**src/core/pin_config_pkg.sv**
```systemverilog
// Purpose: Constants for the socket B pin function and extended mode registers
// Assumes: Eight-bit index/data register port on the host I/O bus
// Notes: Index values are register indices, not byte addresses
`default_nettype none
package pin_config_pkg;
	localparam logic [9:0] INDEX_PORT_ADDR = 10'h3e0;
	localparam logic [9:0] DATA_PORT_ADDR = 10'h3e1;
	localparam logic [7:0] IDX_EXTENDED_MODE_A = 8'h3c;
	localparam logic [7:0] IDX_SOCKET_B_PIN_CONFIG = 8'h7b;
	localparam logic [7:0] IDX_EXTENDED_MODE_B = 8'h7c;
	localparam logic [7:0] RESET_VALUE = 8'h00;
	localparam logic [7:0] PIN_CONFIG_WRITE_MASK = 8'hf0;
	localparam logic [7:0] MODE_B_WRITE_MASK = 8'h01;
	// Field positions
	localparam int SEL_LSB = 4;
	localparam int SEL_MSB = 6;
	localparam int PNP_BIT = 0;
	localparam int IRQ7_ACK_BIT = 7;
	localparam int RING_TO_COMBINED_INTERRUPT_PIN_BIT = 6;
	localparam int LATER_STEP_BIT = 4;
	localparam int CABLE_DRIVE_BIT = 3;
	localparam int INTERNAL_SENSE_BIT = 2;
	localparam int STEER_LSB = 0;
	localparam int STEER_MSB = 1;
	localparam int THRESHOLD_BIT = 0;
	localparam int BUS_SIGNALS = 4;
	typedef enum logic [2:0] {
		FN_UNUSED0 = 3'b000,
		FN_RING = 3'b001,
		FN_UNUSED2 = 3'b010,
		FN_GENERAL = 3'b011,
		FN_SELECT = 3'b100,
		FN_LAMP = 3'b101,
		FN_UNUSED6 = 3'b110,
		FN_DMA_REQ = 3'b111
	} pin_function_t;
	typedef enum logic [1:0] {
		STEER_NONE = 2'b00,
		STEER_IRQ = 2'b01,
		STEER_SENSE2 = 2'b10,
		STEER_GPIO = 2'b11
	} prog_voltage_steer_t;
endpackage : pin_config_pkg
`default_nettype wire

```
**src/core/socket_pin_function_config.sv**
```systemverilog
// Purpose: Socket B pin function select, extended mode A and B registers
// Assumes: Host strobes are one-cycle pulses synchronous to sys_clk
// Notes: Pin outputs use out/oe pairs; the bench resolves the bus and socket B pin wires
// Behaviour
// - Select 1,3,4,5 drive socket B pin
// - Select 7 makes pin host DMA request
// - Pin config bits 0-3 ignore writes
// - Pin config bits 3:1 read zero
// - Bit 0 reports plug-and-play availability
// - Mode A bit 7 makes IRQ7 DMA acknowledge
// - Mode A bit 6 routes ring to interrupt
// - Mode A bit 4 selects later stepping
// - Mode A bit 3 makes bus outputs totem-pole
// - Mode A bit 2 selects internal voltage sense
// - Internal sense bit blocked in extended configuration
// - Mode A bits 1:0 steer programming-voltage enables
// - Mode B bit 0 sets socket B threshold in buffered configuration
// - External decode uses socket A chip select
`default_nettype none
module socket_pin_function_config (
	input wire logic sys_clk,
	input wire logic nrst,
	input wire logic [9:0] hostAddr,
	input wire logic [7:0] hostDataIn,
	input wire logic hostWrite,
	input wire logic hostRead,
	output logic [7:0] hostDataOut,
	output logic hostDataOe,
	input wire logic externalDecodeEnable,
	input wire logic chipSelectInN,
	input wire logic pnpAvailableStrap,
	input wire logic extendedConfig,
	input wire logic bufferedConfig,
	input wire logic ringIndicate,
	input wire logic generalOutput,
	input wire logic programmableSelect,
	input wire logic activityLamp,
	input wire logic hostDmaRequest,
	input wire logic interruptRequest,
	input wire logic irq7Request,
	input wire logic hostDmaAckInN,
	input wire logic progVoltageEnableA,
	input wire logic progVoltageEnableB,
	input wire logic [3:0] busAssert,
	output logic socketBPinOut,
	output logic socketBPinOe,
	output logic irq7Out,
	output logic irq7Oe,
	output logic hostDmaAck,
	output logic combinedInterruptPin,
	output logic [3:0] busPinOut,
	output logic [3:0] busPinOe,
	output logic laterStepCompat,
	output logic internalVoltageSense,
	output logic irq10Out,
	output logic irq11Out,
	output logic irqVppOe,
	output logic voltageSense2AOut,
	output logic voltageSense2BOut,
	output logic voltageSense2Oe,
	output logic progVoltageToGpioA,
	output logic socketBThreshold3v3
);
	typedef struct packed {
		logic [7:0] index;
		logic [7:0] modeA;
		logic [7:0] pinConfig;
		logic [7:0] modeB;
		logic pnpSeen;
		logic pnpAvailable;
		logic [7:0] dataOut;
		logic dataOe;
		logic pinOut;
		logic pinOe;
		logic irq7Out;
		logic irq7Oe;
		logic dmaAck;
		logic intrPin;
		logic [3:0] busOut;
		logic [3:0] busOe;
		logic laterStep;
		logic internalSense;
		logic irq10;
		logic irq11;
		logic irqVppOe;
		logic sense2A;
		logic sense2B;
		logic sense2Oe;
		logic vppGpioA;
		logic threshold;
	} state_t;

	state_t stateQ;
	state_t stateD;

	// Port selection shared by read and write paths
	function automatic logic portHit(
		input logic [9:0] addr,
		input logic [9:0] port,
		input logic external_decode_enable,
		input logic csN
	);
		if (external_decode_enable) begin
			portHit = !csN && (addr[0] == port[0]);
		end else begin
			portHit = (addr == port);
		end
	endfunction : portHit

	logic indexHit;
	logic dataHit;
	logic [7:0] readValue;
	pin_config_pkg::pin_function_t pinFunction;
	pin_config_pkg::prog_voltage_steer_t steer;

	assign indexHit = portHit(hostAddr, pin_config_pkg::INDEX_PORT_ADDR,
		externalDecodeEnable, chipSelectInN);
	assign dataHit = portHit(hostAddr, pin_config_pkg::DATA_PORT_ADDR,
		externalDecodeEnable, chipSelectInN);
	assign pinFunction = pin_config_pkg::pin_function_t'(
		stateQ.pinConfig[pin_config_pkg::SEL_MSB:pin_config_pkg::SEL_LSB]);
	assign steer = pin_config_pkg::prog_voltage_steer_t'(
		stateQ.modeA[pin_config_pkg::STEER_MSB:pin_config_pkg::STEER_LSB]);

	always_comb begin
		readValue = 8'h00;
		case (stateQ.index)
			pin_config_pkg::IDX_EXTENDED_MODE_A: begin
				readValue = stateQ.modeA;
			end
			pin_config_pkg::IDX_SOCKET_B_PIN_CONFIG: begin
				readValue = stateQ.pinConfig & pin_config_pkg::PIN_CONFIG_WRITE_MASK;
				readValue[pin_config_pkg::PNP_BIT] = stateQ.pnpAvailable;
			end
			pin_config_pkg::IDX_EXTENDED_MODE_B: begin
				readValue = stateQ.modeB & pin_config_pkg::MODE_B_WRITE_MASK;
			end
			default: begin
				readValue = 8'h00;
			end
		endcase
	end

	always_comb begin
		stateD = stateQ;
		// Strap is caught on the first edge after reset, never under reset
		if (!stateQ.pnpSeen) begin
			stateD.pnpSeen = 1'b1;
			stateD.pnpAvailable = pnpAvailableStrap;
		end
		if (hostWrite && indexHit) begin
			stateD.index = hostDataIn;
		end
		if (hostWrite && dataHit) begin
			case (stateQ.index)
				pin_config_pkg::IDX_EXTENDED_MODE_A: begin
					stateD.modeA = hostDataIn;
				end
				pin_config_pkg::IDX_SOCKET_B_PIN_CONFIG: begin
					stateD.pinConfig = hostDataIn & pin_config_pkg::PIN_CONFIG_WRITE_MASK;
				end
				pin_config_pkg::IDX_EXTENDED_MODE_B: begin
					stateD.modeB = hostDataIn & pin_config_pkg::MODE_B_WRITE_MASK;
				end
				default: begin
				end
			endcase
		end
		// Also clears a stale bit if extended configuration comes up later
		if (extendedConfig) begin
			stateD.modeA[pin_config_pkg::INTERNAL_SENSE_BIT] = 1'b0;
		end
		stateD.dataOut = (hostRead && dataHit) ? readValue : 8'h00;
		stateD.dataOe = hostRead && dataHit;

		// Socket B pin; unused codes and external decode leave it an input
		stateD.pinOut = 1'b1;
		stateD.pinOe = 1'b0;
		if (!externalDecodeEnable) begin
			case (pinFunction)
				pin_config_pkg::FN_RING: begin
					stateD.pinOut = !ringIndicate;
					stateD.pinOe = 1'b1;
				end
				pin_config_pkg::FN_GENERAL: begin
					stateD.pinOut = (steer == pin_config_pkg::STEER_GPIO) ? progVoltageEnableB
						: generalOutput;
					stateD.pinOe = 1'b1;
				end
				pin_config_pkg::FN_SELECT: begin
					stateD.pinOut = !programmableSelect;
					stateD.pinOe = 1'b1;
				end
				pin_config_pkg::FN_LAMP: begin
					stateD.pinOut = !activityLamp;
					stateD.pinOe = 1'b1;
				end
				pin_config_pkg::FN_DMA_REQ: begin
					stateD.pinOut = hostDmaRequest;
					stateD.pinOe = 1'b1;
				end
				default: begin
					stateD.pinOut = 1'b1;
					stateD.pinOe = 1'b0;
				end
			endcase
		end

		// IRQ7 turns into an input while acknowledge mode is set
		if (stateQ.modeA[pin_config_pkg::IRQ7_ACK_BIT]) begin
			stateD.irq7Out = 1'b0;
			stateD.irq7Oe = 1'b0;
			stateD.dmaAck = !hostDmaAckInN;
		end else begin
			stateD.irq7Out = irq7Request;
			stateD.irq7Oe = 1'b1;
			stateD.dmaAck = 1'b0;
		end

		stateD.intrPin = interruptRequest ||
			(stateQ.modeA[pin_config_pkg::RING_TO_COMBINED_INTERRUPT_PIN_BIT] && ringIndicate);

		for (int i = 0; i < pin_config_pkg::BUS_SIGNALS; i++) begin
			if (stateQ.modeA[pin_config_pkg::CABLE_DRIVE_BIT]) begin
				stateD.busOut[i] = !busAssert[i];
				stateD.busOe[i] = 1'b1;
			end else begin
				stateD.busOut[i] = 1'b0;
				stateD.busOe[i] = busAssert[i];
			end
		end

		stateD.laterStep = stateQ.modeA[pin_config_pkg::LATER_STEP_BIT];
		stateD.internalSense = stateQ.modeA[pin_config_pkg::INTERNAL_SENSE_BIT];

		stateD.irq10 = 1'b0;
		stateD.irq11 = 1'b0;
		stateD.irqVppOe = 1'b0;
		stateD.sense2A = 1'b1;
		stateD.sense2B = 1'b1;
		stateD.sense2Oe = 1'b0;
		stateD.vppGpioA = 1'b0;
		case (steer)
			pin_config_pkg::STEER_IRQ: begin
				stateD.irq10 = progVoltageEnableA;
				stateD.irq11 = progVoltageEnableB;
				stateD.irqVppOe = 1'b1;
			end
			pin_config_pkg::STEER_SENSE2: begin
				stateD.sense2A = progVoltageEnableA;
				stateD.sense2B = progVoltageEnableB;
				stateD.sense2Oe = 1'b1;
			end
			pin_config_pkg::STEER_GPIO: begin
				stateD.vppGpioA = 1'b1;
			end
			default: begin
			end
		endcase

		// Threshold only matters in the buffered configuration
		stateD.threshold = bufferedConfig &&
			stateQ.modeB[pin_config_pkg::THRESHOLD_BIT];
	end

	always_ff @(posedge sys_clk or negedge nrst) begin
		if (!nrst) begin
			stateQ <= '0;
			stateQ.pinOut <= 1'b1;
			stateQ.sense2A <= 1'b1;
			stateQ.sense2B <= 1'b1;
		end else begin
			stateQ <= stateD;
		end
	end

	assign hostDataOut = stateQ.dataOut;
	assign hostDataOe = stateQ.dataOe;
	assign socketBPinOut = stateQ.pinOut;
	assign socketBPinOe = stateQ.pinOe;
	assign irq7Out = stateQ.irq7Out;
	assign irq7Oe = stateQ.irq7Oe;
	assign hostDmaAck = stateQ.dmaAck;
	assign combinedInterruptPin = stateQ.intrPin;
	assign busPinOut = stateQ.busOut;
	assign busPinOe = stateQ.busOe;
	assign laterStepCompat = stateQ.laterStep;
	assign internalVoltageSense = stateQ.internalSense;
	assign irq10Out = stateQ.irq10;
	assign irq11Out = stateQ.irq11;
	assign irqVppOe = stateQ.irqVppOe;
	assign voltageSense2AOut = stateQ.sense2A;
	assign voltageSense2BOut = stateQ.sense2B;
	assign voltageSense2Oe = stateQ.sense2Oe;
	assign progVoltageToGpioA = stateQ.vppGpioA;
	assign socketBThreshold3v3 = stateQ.threshold;

	a_dma_request_pin: assert property (@(posedge sys_clk) disable iff (!nrst)
		(!externalDecodeEnable && pinFunction == pin_config_pkg::FN_DMA_REQ)
			|=> (socketBPinOe && socketBPinOut == $past(hostDmaRequest)))
		else $error("DMA request not on socket B pin");
	a_unused_select_input: assert property (@(posedge sys_clk) disable iff (!nrst)
		(externalDecodeEnable || pinFunction inside {pin_config_pkg::FN_UNUSED0,
			pin_config_pkg::FN_UNUSED2, pin_config_pkg::FN_UNUSED6}) |=> !socketBPinOe)
		else $error("Socket B pin driven while unused");
	a_low_bits_readonly: assert property (@(posedge sys_clk) disable iff (!nrst)
		stateQ.pinConfig[3:0] == 4'h0)
		else $error("Read-only pin config bits took a write");
	a_pin_config_read: assert property (@(posedge sys_clk) disable iff (!nrst)
		(hostRead && dataHit && stateQ.index == pin_config_pkg::IDX_SOCKET_B_PIN_CONFIG)
			|=> (hostDataOe && hostDataOut[3:1] == 3'b000
				&& hostDataOut[0] == stateQ.pnpAvailable))
		else $error("Pin config read returned reserved bits");
	a_irq7_ack_mode: assert property (@(posedge sys_clk) disable iff (!nrst)
		stateQ.modeA[pin_config_pkg::IRQ7_ACK_BIT] && !hostDmaAckInN
			|=> (!irq7Oe && hostDmaAck))
		else $error("IRQ7 acknowledge mode wrong");
	a_ring_to_combined_interrupt_pin: assert property (@(posedge sys_clk) disable iff (!nrst)
		(stateQ.modeA[pin_config_pkg::RING_TO_COMBINED_INTERRUPT_PIN_BIT] && ringIndicate)
			|=> combinedInterruptPin)
		else $error("Ring not routed to interrupt pin");
	a_cable_drive: assert property (@(posedge sys_clk) disable iff (!nrst)
		!stateQ.modeA[pin_config_pkg::CABLE_DRIVE_BIT] |=> (busPinOut == 4'h0))
		else $error("Open-drain bus pins drove high");
	a_sense_blocked: assert property (@(posedge sys_clk) disable iff (!nrst)
		extendedConfig |=> !stateQ.modeA[pin_config_pkg::INTERNAL_SENSE_BIT])
		else $error("Internal sense set in extended configuration");
	a_vpp_irq_steer: assert property (@(posedge sys_clk) disable iff (!nrst)
		(steer == pin_config_pkg::STEER_IRQ) |=> (irqVppOe
			&& irq10Out == $past(progVoltageEnableA)
			&& irq11Out == $past(progVoltageEnableB)))
		else $error("Programming voltage not steered to IRQ10/11");
	a_threshold_select: assert property (@(posedge sys_clk) disable iff (!nrst)
		!bufferedConfig |=> !socketBThreshold3v3)
		else $error("Threshold set outside buffered configuration");
endmodule : socket_pin_function_config
`default_nettype wire

```
**config.mk**
```make
export PLATFORM = sky130hd
export DESIGN_NAME = socket_pin_function_config
export DESIGN_NICKNAME = d
export VERILOG_FILES = /design/src/core/pin_config_pkg.sv /design/src/core/socket_pin_function_config.sv
export SDC_FILE = /design/constraint.sdc
export NUM_CORES = 1
export LEC_CHECK = 0
export ABC_AREA = 0
export ABC_CLOCK_PERIOD_IN_PS = 2100
export BUFFER_PORTS_ARGS = -buffer_cell sky130_fd_sc_hd__buf_2
export CORE_MARGIN = 10
export CORE_UTILIZATION = 49
export CTS_CLUSTER_SIZE = 30
export DETAILED_ROUTE_END_ITERATION = 10
export GPL_TIMING_DRIVEN = 0
export PLACE_DENSITY_LB_ADDON = 0.08
export SYNTH_ARGS = -nofsm -noshare
export SYNTH_HDL_FRONTEND = slang
export SYNTH_SLANG_ARGS = --single-unit
export TNS_END_PERCENT = 10
```
**constraint.sdc**
```tcl
create_clock -name sys_clk -period 2.1 [get_ports sys_clk]
set_input_delay 0.63 -clock sys_clk [delete_from_list [all_inputs] [get_ports sys_clk]]
set_output_delay 0.63 -clock sys_clk [all_outputs]
set_load 0.02 [all_outputs]
```
== Yosys cells after proc, flatten, opt, wreduce, memory -nomap -nowiden ==
Index checks and enable logic that the tools add are counted.

* Input port bits: 41
* Register bits: 56
* Output and inout port bits: 33
* Word-level logic and storage cells: 88

* Mux-type cells: 24
* Bitwise logic cells: 1
* Eq/ne operators: 13
* Reduce and logical (&&, ||, !) cells: 23

{| class="wikitable"
|+ Operators by type and width
! operator !! count
|-
| 8-bit case mux with 3 select lines || 1
|-
| 10-bit == test, second input constant || 2
|-
| 19-bit 2-to-1 mux || 1
|-
| 8-bit by 7-bit == test with 1-bit output, second input constant || 2
|-
| 8-bit 2-to-1 mux || 2
|-
| 1-bit 2-to-1 mux || 14
|-
| 3-bit 2-to-1 mux || 4
|-
| 2-bit case mux with 5 select lines || 1
|-
| 3-bit == test, second input constant || 3
|-
| 1-bit logical NOT || 9
|-
| 8-bit by 6-bit == test with 1-bit output, second input constant || 1
|-
| 2-bit AND reduction || 4
|-
| 1-bit logical AND || 7
|-
| 2-bit == test, second input constant || 2
|-
| 2-bit nonzero test || 2
|-
| 3-bit by 1-bit == test with 1-bit output, second input constant || 1
|-
| 3-bit by 2-bit == test with 1-bit output, second input constant || 1
|-
| 2-bit by 1-bit == test with 1-bit output, second input constant || 1
|-
| 2-bit 2-to-1 mux || 1
|-
| 1-bit logical OR || 1
|-
| 1-bit NOT || 1
|}

== Logic depth before layout (Yosys ltp) ==
Gate-level depths: netlist of run 1.

* Depth in word-level cells: 6
* Depth in mapped cells: 6

== Least setup slack after synthesis of run 1 ==
Ideal clock, no wire load.

* Path kind: input to register
* From: input port externalDecodeEnable
* To: register stateQ, in the netlist stateD[9]
* Path slack: -136 ps
* Path buffers: 1
* Cell stages on the path: 5
* Arrival: 2111 ps
* Cell sequence: or4_4 -> o32ai_4 -> and4_1 -> buf_6 -> mux2_2

* Longest elaborated chain between the ends: 3

{| class="wikitable"
|+ Ends and longest elaborated chain
! element !! line !! source
|-
| start: declaration || socket_pin_function_config.sv:29 || <nowiki>input wire logic externalDecodeEnable,</nowiki>
|-
| 1-bit 2-to-1 mux || socket_pin_function_config.sv:103 || <nowiki>if (external_decode_enable) begin</nowiki>
|-
| 1-bit logical AND || socket_pin_function_config.sv:154 || <nowiki>if (hostWrite && dataHit) begin</nowiki>
|-
| 2-bit AND reduction (no line) || -- ||
|-
| end signal: assignment || socket_pin_function_config.sv:273 || <nowiki>stateQ <= stateD;</nowiki>
|-
| end: declaration || socket_pin_function_config.sv:93 || <nowiki>state_t stateQ;</nowiki>
|}

No other way between the ends.
A chain may end at the register's enable or synchronous reset.

== Worst setup path after layout of run 1 ==
* From: input port hostAddr[3]
* To: register stateQ[57] (netlist bit)

* Longest elaborated chain between the ends: 4

{| class="wikitable"
|+ Ends and longest elaborated chain
! element !! line !! source
|-
| start: declaration || socket_pin_function_config.sv:23 || <nowiki>input wire logic [9:0] hostAddr,</nowiki>
|-
| 10-bit == test || socket_pin_function_config.sv:106 || <nowiki>portHit = (addr == port);</nowiki>
|-
| 1-bit 2-to-1 mux || socket_pin_function_config.sv:103 ||
|-
| 1-bit logical AND || socket_pin_function_config.sv:154 ||
|-
| 2-bit AND reduction (no line) || -- ||
|}

No other way between the ends.

==> results of run 1 <==
## cell usage in the layout (no fill, tap or decap), drive strengths merged, types with 2 or more instances in the layout
cell,count
buf,92
a21oi,3
and2,4
inv,5
and3b,2
nor2,7
and3,5
and4,2
a211oi,2
dfrtp,53
dfstp,3
mux2,21
nand2b,4
clkbuf,6
a22oi,4
nor2b,9
or2,4
## layer usage
metal / global-route usage (%) / share of wire, % / up-vias / wire [um]
met1: 14.6 / 42 / 682 / 1970
met3: 5.90 / 12 / 7 / 552
met4: 4.35 / 1.3 / 0 / 60
met5: 0 / 0 / - / 0
met2: 17.7 / 44 / 55 / 2070
li1: - / - / 704 / -
## final timing paths
| check | startpoint | end |
|---|---|---|
| min in group asynchronous | nrst | voltageSense2Oe$_DFF_PN0_ |
| max reg2reg | stateQ[60]$_DFFE_PN0P_ | stateQ[57]$_DFFE_PN0P_ |
| max in group asynchronous | nrst | stateQ[51]$_DFFE_PN0P_ |
| min | stateD[8]$_DFFE_PN0P_ | internalVoltageSense$_DFF_PN0_ |
| max | hostAddr[3] | stateQ[57]$_DFFE_PN0P_ |
| min reg2reg | stateD[8]$_DFFE_PN0P_ | internalVoltageSense$_DFF_PN0_ |
## area by class of cell
type | instances | share of cell area (%)
Sequential cell | 56 | 49.6
Clock buffer | 6 | 2.56
Buffer | 17 | 4.64
Clock inverter | 2 | 1.24
Timing Repair Buffer | 75 | 13.9
Tap cell | 52 | 2.30
Multi-Input combinational cell | 84 | 25.2
Inverter | 5 | 0.662
## where the power goes
part	internal (uW)	switching, uW
combinational	95.9	84.0
sequential	1130	26.0
clock	354	326
## cell usage after synthesis (all sizes together) (2+ instances only)
| cell type | n |
|---|---|
| dfrtp | 53 |
| mux2 | 21 |
| nor2 | 7 |
| nor2b | 9 |
| nand2b | 4 |
| and3 | 5 |
| or2 | 4 |
| buf | 17 |
| inv | 5 |
| a22oi | 4 |
| and2 | 4 |
| a21oi | 3 |
| dfstp | 3 |
| a211oi | 2 |
| and4 | 2 |
| and3b | 2 |
## stage by stage
stage | util (%) | power [uW] | std cells | instance area (um2)
4_1_cts | 64.6 | 2050 | 298 | 2830
2_1_floorplan | - | 1260 | 163 | 2230
3_3_place_gp | 60.7 | 1340 | 288 | 2660
5_1_grt | 64.6 | 2110 | 297 | 2830
3_5_place_dp | 60.7 | 1350 | 288 | 2660
6_report | 64.6 | 2010 | 297 | 2830
## state kept, by name (all words and copies together) (netlist names), 2 cells and up
| register | flops |
|---|---|
| busPinOe | 4 |
| busPinOut | 4 |
| hostDataOut | 8 |
| pinFunction | 3 |
| stateD | 2 |
| stateQ | 18 |
## repair_timing
item / in CTS / in global routing
gates resized for setup: 10 / 1
hold endpoints to repair: 0 / 0
endpoints found under the setup margin: 11 / 11
pin swaps: 3 / 3
hold buffers: 0 / 0
buffers inserted: 2 / 0
## logic make-up after synthesis
kind of cell,after synthesis
multiplexers,22
AO/OA/AOI/OAI,16
buffers and inverters,23
other,1
flip-flops,56
AND/OR/NAND/NOR,45
## worst max-delay path, stage by stage
cell and delay (ps):
sky130_fd_sc_hd__buf_6 90, sky130_fd_sc_hd__or4_4 540, sky130_fd_sc_hd__o32ai_4 300, sky130_fd_sc_hd__and4_1 250, sky130_fd_sc_hd__buf_6 160, sky130_fd_sc_hd__mux2_4 300
==> impl_metrics.xml, run 1 <==
<?xml version="1.0" encoding="UTF-8"?>
<metrics>
  <group name="cells_and_area">
    <metric name="drive_above_1_share" unit="%">53.5</metric>
    <metric name="antenna-diode-count" unit="">0</metric>
    <metric name="final.fill_count" unit="">351</metric>
    <metric name="area_growth_syn_to_layout" unit="%">27.0</metric>
    <metric name="nNetsFinal" unit="">285</metric>
    <metric name="register_area" unit="um2">1410</metric>
    <metric name="multi_input_comb_area" unit="um2">713</metric>
  </group>
  <group name="hold_path">
    <metric name="hold_path_class" unit="">register to register</metric>
    <metric name="hold_depth" unit="">0</metric>
  </group>
  <group name="cts">
    <metric name="cts-buffers-inserted" unit="">5</metric>
    <metric name="cts-root-to-sink-buffers" unit="">2</metric>
    <metric name="tritoncts" unit="">built</metric>
    <metric name="cts-root-buf" unit="">sky130_fd_sc_hd__clkbuf_8</metric>
    <metric name="path_clk_slew" unit="ps">90</metric>
    <metric name="htree_num_levels" unit="">2</metric>
    <metric name="tritoncts_sink_count" unit="">56</metric>
    <metric name="clk-insertion-delay-late" unit="ps">310</metric>
  </group>
  <group name="pwr">
    <metric name="power.ir.vdd_worst" unit="V">0.000523</metric>
    <metric name="pwr_density_cell" unit="nW/um2">710</metric>
    <metric name="leakagePower" unit="uW">0.00153</metric>
  </group>
  <group name="sta">
    <metric name="finalHoldViolations" unit="">0</metric>
    <metric name="slew-limit-headroom" unit="%">21.4</metric>
    <metric name="fin_crit_sh" unit="%">99.0</metric>
    <metric name="min_period" unit="ps">2080</metric>
    <metric name="final_setup_fails" unit="">0</metric>
    <metric name="unrepaired_setup_endpoints_after_global_routing" unit="">yes</metric>
    <metric name="fin_worst_hold_slack" unit="ps">408</metric>
    <metric name="finalClockSkew" unit="ps">5.75</metric>
    <metric name="finalWorstSetupSlack" unit="ps">21.9</metric>
    <metric name="setup-tns-final" unit="ps">0</metric>
    <metric name="report.final.slew_viol_count" unit="">0</metric>
    <metric name="max_clock_freq" unit="GHz">0.481</metric>
    <metric name="transition_at_the_pin_with_the_smallest_max_transition_slack" unit="ps">1180</metric>
  </group>
  <group name="grt">
    <metric name="number_of_global_route_vias_before_repair" unit="">1488</metric>
    <metric name="pin_count_of_the_biggest_net_entering_global_routing" unit="">57</metric>
    <metric name="gr-total-overflow" unit="">0</metric>
    <metric name="groute.usage.overall" unit="%">11.9</metric>
    <metric name="grt_first_pass_wirelength" unit="um">7220</metric>
    <metric name="grt_antenna_before_repair" unit="">0</metric>
  </group>
  <group name="synth">
    <metric name="yosys.area_share.adder" unit="%">0</metric>
    <metric name="synth_area" unit="um2">2230</metric>
    <metric name="number_of_flops_mapped_to_enable_cells_by_yosys" unit="">0</metric>
    <metric name="synth_xor_area_share" unit="%">0</metric>
    <metric name="yosys_register_bits" unit="">56</metric>
    <metric name="synthDistinctLibCells" unit="">35</metric>
    <metric name="ys_dominant_reg_cell" unit="">sky130_fd_sc_hd__dfrtp_1</metric>
    <metric name="yosys.area.top_type" unit="">sky130_fd_sc_hd__dfrtp_1</metric>
    <metric name="synthDominantCellAreaShare" unit="%">59.4</metric>
    <metric name="synth_mux_area_share" unit="%">11.0</metric>
    <metric name="synthesis_warning_total" unit="">0</metric>
    <metric name="synth_seq_area_share" unit="%">62.9</metric>
    <metric name="synth-compound-area-share" unit="%">6.05</metric>
    <metric name="async_set_or_reset_register_ratio_after_synthesis" unit="%">100</metric>
    <metric name="fraction_of_the_mapped_netlist_area_in_simple_logic_gates" unit="%">12.9</metric>
    <metric name="net_count_after_synthesis" unit="">204</metric>
    <metric name="post_synth.cell_area_avg" unit="um2">13.7</metric>
    <metric name="yosys-top-cells-area" unit="">sky130_fd_sc_hd__dfrtp_1 (59%), sky130_fd_sc_hd__mux2_2 (11%), sky130_fd_sc_hd__buf_4 (5.4%)</metric>
    <metric name="synthCells" unit="">163</metric>
    <metric name="dominant_combinational_cell_family_by_area_after_synthesis" unit="">simple AND/OR/NAND/NOR gates</metric>
  </group>
  <group name="placed_design">
    <metric name="hpwlAfterDp" unit="um">3420</metric>
    <metric name="io_buffers" unit="">73</metric>
    <metric name="detailedPlace.worstSlack" unit="ps">-375</metric>
    <metric name="place.gp.congestion" unit="">0.727</metric>
  </group>
  <group name="route">
    <metric name="avgViaCountPerCell" unit="">4.88</metric>
    <metric name="route.antenna.remaining_nets" unit="">0</metric>
    <metric name="dr.first_iter.drc_count" unit="">52</metric>
    <metric name="drc" unit="">0</metric>
    <metric name="drt-total-wl" unit="um">4650</metric>
    <metric name="detail_route.wl_per_cell" unit="um">15.7</metric>
    <metric name="vias" unit="">1448</metric>
    <metric name="drt_pre_antenna_iters" unit="">4</metric>
  </group>
  <group name="die">
    <metric name="placement_rows" unit="">24</metric>
    <metric name="core_region_area" unit="um2">4380</metric>
    <metric name="fp.dieH" unit="um">87.5</metric>
    <metric name="die_area" unit="um2">7660</metric>
    <metric name="start_util" unit="%">50.9</metric>
    <metric name="die-width" unit="um">87.5</metric>
    <metric name="ios" unit="">74</metric>
  </group>
  <group name="critical_path">
    <metric name="setup.worst_path.class" unit="">primary input to register</metric>
    <metric name="cp-end-kind" unit="">register</metric>
    <metric name="timing.reg2reg.setup_slack" unit="ps">140</metric>
    <metric name="crit_arrival" unit="ps">2270</metric>
    <metric name="r2r.worst_path.cells" unit="">5</metric>
    <metric name="worstPathRequired" unit="ps">2300</metric>
    <metric name="largest_fanout_on_the_critical_path" unit="">8</metric>
    <metric name="startpoint_type" unit="">primary input</metric>
  </group>
  <group name="job">
    <metric name="maxCapViolations" unit="">0</metric>
  </group>
  <group name="run_status">
    <metric name="run_status" unit="">finished clean</metric>
  </group>
</metrics>
No activity file was read; power rests on OpenSTA's default activity.
==> inputs of run 2 (changes only) <==
CORE_ASPECT_RATIO = 0.8   (was not set)
==> run 2 against run 1 <==
  * Via count increased by 2.3%
  * Final cell count is 1.7% higher
  * Worst hold slack improved by 16 ps
  * Setup slack improved by 1.9 ps
  * Non-clock buffer count unchanged
  * Die area increased by 0.22%
  * Power shrank 4.5%
  * Highest routed layer unchanged
==> impl_metrics.xml, run 2 (synthesized netlist as in run 1, its figures left out) <==
<?xml version="1.0" encoding="UTF-8"?>
<metrics>
  <group name="cells_and_area">
    <metric name="post-route-cell-area" unit="um2">2820</metric>
    <metric name="final.fill_count" unit="">342</metric>
    <metric name="most-common-layout-cells" unit="">sky130_fd_sc_hd__buf_2 (71), sky130_fd_sc_hd__dfrtp_1 (53), sky130_fd_sc_hd__buf_4 (18), sky130_fd_sc_hd__mux2_2 (14), sky130_fd_sc_hd__nor2b_1 (9)</metric>
    <metric name="nNetsFinal" unit="">285</metric>
    <metric name="max_flop_register" unit="">stateQ</metric>
    <metric name="largest_register_ffs" unit="">18</metric>
    <metric name="area_growth_syn_to_layout" unit="%">26.4</metric>
    <metric name="finalNonFillerCells" unit="">302</metric>
    <metric name="layout.core_utilization" unit="%">65.9</metric>
    <metric name="drive_above_1_share" unit="%">53.9</metric>
    <metric name="most_common_library_cell_in_the_layout_ignoring_fill_and_taps" unit="">sky130_fd_sc_hd__buf_2</metric>
    <metric name="antenna-diode-count" unit="">0</metric>
  </group>
  <group name="sta">
    <metric name="finalClockSkew" unit="ps">8.16</metric>
    <metric name="final_setup_fails" unit="">0</metric>
    <metric name="max_clock_freq" unit="GHz">0.482</metric>
    <metric name="min_period" unit="ps">2080</metric>
    <metric name="fin_crit_sh" unit="%">98.9</metric>
    <metric name="report.final.slew_viol_count" unit="">0</metric>
    <metric name="finalHoldViolations" unit="">0</metric>
    <metric name="transition_at_the_pin_with_the_smallest_max_transition_slack" unit="ps">1160</metric>
    <metric name="slew-limit-headroom" unit="%">22.6</metric>
    <metric name="unrepaired_setup_endpoints_after_global_routing" unit="">yes</metric>
    <metric name="fin_worst_hold_slack" unit="ps">424</metric>
  </group>
  <group name="critical_path">
    <metric name="path_common_cell" unit="">sky130_fd_sc_hd__buf_6</metric>
    <metric name="stage_delay_of_the_slowest_cell_on_the_critical_path" unit="ps">540</metric>
    <metric name="crit-reg2reg-capture" unit="">stateD[9]$_DFFE_PN0P_</metric>
    <metric name="cp_top_family" unit="">simple AND/OR/NAND/NOR gates</metric>
    <metric name="crit_arrival" unit="ps">2270</metric>
    <metric name="worstPathRequired" unit="ps">2290</metric>
    <metric name="crit_chain" unit="">buf_6 -&gt; or4_4 -&gt; o32ai_4 -&gt; and4_1 -&gt; buf_6 -&gt; mux2_4</metric>
    <metric name="cp.buffers_inverters" unit="">2</metric>
    <metric name="worst_r2r_startpoint" unit="">stateQ[60]$_DFFE_PN0P_</metric>
    <metric name="cp-end-kind" unit="">register</metric>
    <metric name="largest_fanout_on_the_critical_path" unit="">8</metric>
    <metric name="crit_path_top_delay_cell" unit="">sky130_fd_sc_hd__or4_4</metric>
    <metric name="setup.worst_path.class" unit="">primary input to register</metric>
    <metric name="startpoint_type" unit="">primary input</metric>
    <metric name="r2r.worst_path.cells" unit="">5</metric>
    <metric name="timing.reg2reg.setup_slack" unit="ps">120</metric>
  </group>
  <group name="pwr">
    <metric name="leakagePower" unit="uW">0.00153</metric>
    <metric name="sw_ratio" unit="%">22.7</metric>
    <metric name="fraction_of_power_consumed_by_the_clock_network" unit="%">30.6</metric>
    <metric name="pwr_density_cell" unit="nW/um2">681</metric>
    <metric name="power.internal" unit="uW">1490</metric>
    <metric name="power" unit="uW">1920</metric>
    <metric name="power.ir.vdd_worst" unit="V">0.000488</metric>
    <metric name="switching_pwr" unit="uW">437</metric>
    <metric name="seqPwrFrac" unit="%">60.1</metric>
    <metric name="combinationalPowerShare" unit="%">9.3</metric>
  </group>
  <group name="cts">
    <metric name="htree_num_levels" unit="">2</metric>
    <metric name="path_clk_slew" unit="ps">90</metric>
    <metric name="cts-buffers-inserted" unit="">5</metric>
    <metric name="cts-root-to-sink-buffers" unit="">2</metric>
    <metric name="cts-root-buf" unit="">sky130_fd_sc_hd__clkbuf_8</metric>
    <metric name="clk-insertion-delay-late" unit="ps">310</metric>
    <metric name="tritoncts" unit="">built</metric>
    <metric name="tritoncts_sink_count" unit="">56</metric>
    <metric name="post_cts_hold_buffer_count" unit="">0</metric>
  </group>
  <group name="die">
    <metric name="placement_rows" unit="">21</metric>
    <metric name="fp.dieH" unit="um">80.4</metric>
    <metric name="core_region_area" unit="um2">4280</metric>
    <metric name="die_area" unit="um2">7670</metric>
    <metric name="die-width" unit="um">95.5</metric>
    <metric name="ios" unit="">74</metric>
    <metric name="start_util" unit="%">52.1</metric>
  </group>
  <group name="route">
    <metric name="vias" unit="">1482</metric>
    <metric name="drt-total-wl" unit="um">4680</metric>
    <metric name="avgViaCountPerCell" unit="">4.91</metric>
    <metric name="drc" unit="">0</metric>
    <metric name="detail_route.wl_per_cell" unit="um">15.5</metric>
    <metric name="drt_pre_antenna_iters" unit="">4</metric>
    <metric name="dr.first_iter.drc_count" unit="">34</metric>
    <metric name="route.antenna.remaining_nets" unit="">0</metric>
  </group>
  <group name="hold_path">
    <metric name="worst_hold_path.endpoint" unit="">internalVoltageSense$_DFF_PN0_</metric>
    <metric name="hold_path_class" unit="">register to register</metric>
    <metric name="holdCritStartpoint" unit="">stateD[8]$_DFFE_PN0P_</metric>
    <metric name="hold_depth" unit="">0</metric>
  </group>
  <group name="placed_design">
    <metric name="io_buffers" unit="">73</metric>
    <metric name="place.gp.congestion" unit="">0.797</metric>
    <metric name="hpwlAfterDp" unit="um">3670</metric>
    <metric name="post_dp_cell_area" unit="um2">2670</metric>
    <metric name="dp_cells" unit="">293</metric>
  </group>
  <group name="grt">
    <metric name="pin_count_of_the_biggest_net_entering_global_routing" unit="">57</metric>
    <metric name="number_of_global_route_vias_before_repair" unit="">1538</metric>
    <metric name="groute.usage.overall" unit="%">12.3</metric>
    <metric name="gr-total-overflow" unit="">0</metric>
    <metric name="grt_first_pass_wirelength" unit="um">7310</metric>
    <metric name="grt_antenna_before_repair" unit="">0</metric>
  </group>
  <group name="job">
    <metric name="maxCapViolations" unit="">0</metric>
  </group>
  <group name="run_status">
    <metric name="run_status" unit="">finished clean</metric>
  </group>
</metrics>
## run 2: cell count changes in the layout (fill, tap and decap cells not counted)
cell,delta
sky130_fd_sc_hd__and4_1,-1
sky130_fd_sc_hd__and4_2,+1
sky130_fd_sc_hd__bufinv_16,-1
sky130_fd_sc_hd__clkbuf_1,-1
sky130_fd_sc_hd__clkbuf_8,+1
sky130_fd_sc_hd__clkinv_2,+1
sky130_fd_sc_hd__nand3_1,+1
sky130_fd_sc_hd__nand3_2,-1
## run 2: metrics by stage
stage	setup WS, ps	TNS (ps)
after detailed placement	-402	-7680
after global placement	-365	-6680
after CTS	-43.1	-263
final	23.8	0
after global routing	-19.3	-87.7
after floorplan	-133	-1290
## run 2: worst max path at each step
stage	startpoint	to	slack, ps	depth (start not counted)
5_1_grt	hostAddr[3]	stateQ[51]$_DFFE_PN0P_	-20	6
3_5_place_dp	externalDecodeEnable	stateQ[51]$_DFFE_PN0P_	-400	6
6_report	hostAddr[3]	stateD[9]$_DFFE_PN0P_	20	6
4_1_cts	hostAddr[2]	stateQ[51]$_DFFE_PN0P_	-40	6
2_1_floorplan	externalDecodeEnable	stateD[9]$_DFFE_PN0P_	-130	5
3_3_place_gp	externalDecodeEnable	stateQ[54]$_DFFE_PN0P_	-360	6
## run 2: cell type report
| cell class | count | area (um2) | share of cell area [%] |
|---|---|---|---|
| inverter | 5 | 18.8 | 0.665 |
| clock buffer | 6 | 82.6 | 2.93 |
| multi-input combinational | 84 | 709 | 25.1 |
| sequential | 56 | 1410 | 49.8 |
| clock inverter | 2 | 10.0 | 0.355 |
| timing repair buffer | 75 | 393 | 13.9 |
| buffer | 17 | 131 | 4.66 |
| tap | 57 | 71.3 | 2.53 |
## run 2: per-layer routing
metal	vias to the layer above	share of wire [%]	GRT usage (%)
met5	-	0	0
met2	46	49	20.3
li1	704	-	-
met4	0	1.4	4.85
met1	725	41	14.3
met3	7	9.4	4.55
## run 2: power by group through the flow
stage                     registers, uW  logic, uW  clock network, uW
after global routing               1160        198                646
after floorplan                    1170       83.4                  0
final                              1160        179                588
after CTS                          1150        182                608
after global placement             1170        168                  0
after detailed placement           1180        176                  0
## run 2: what timing repair did
action                                 in CTS  in global routing
gates resized for setup                    10                  1
gates cloned                                0                  0
setup buffers                               2                  0
setup endpoints to repair                  11                 12
endpoints found under the hold margin       0                  0
pin swaps                                   3                  3
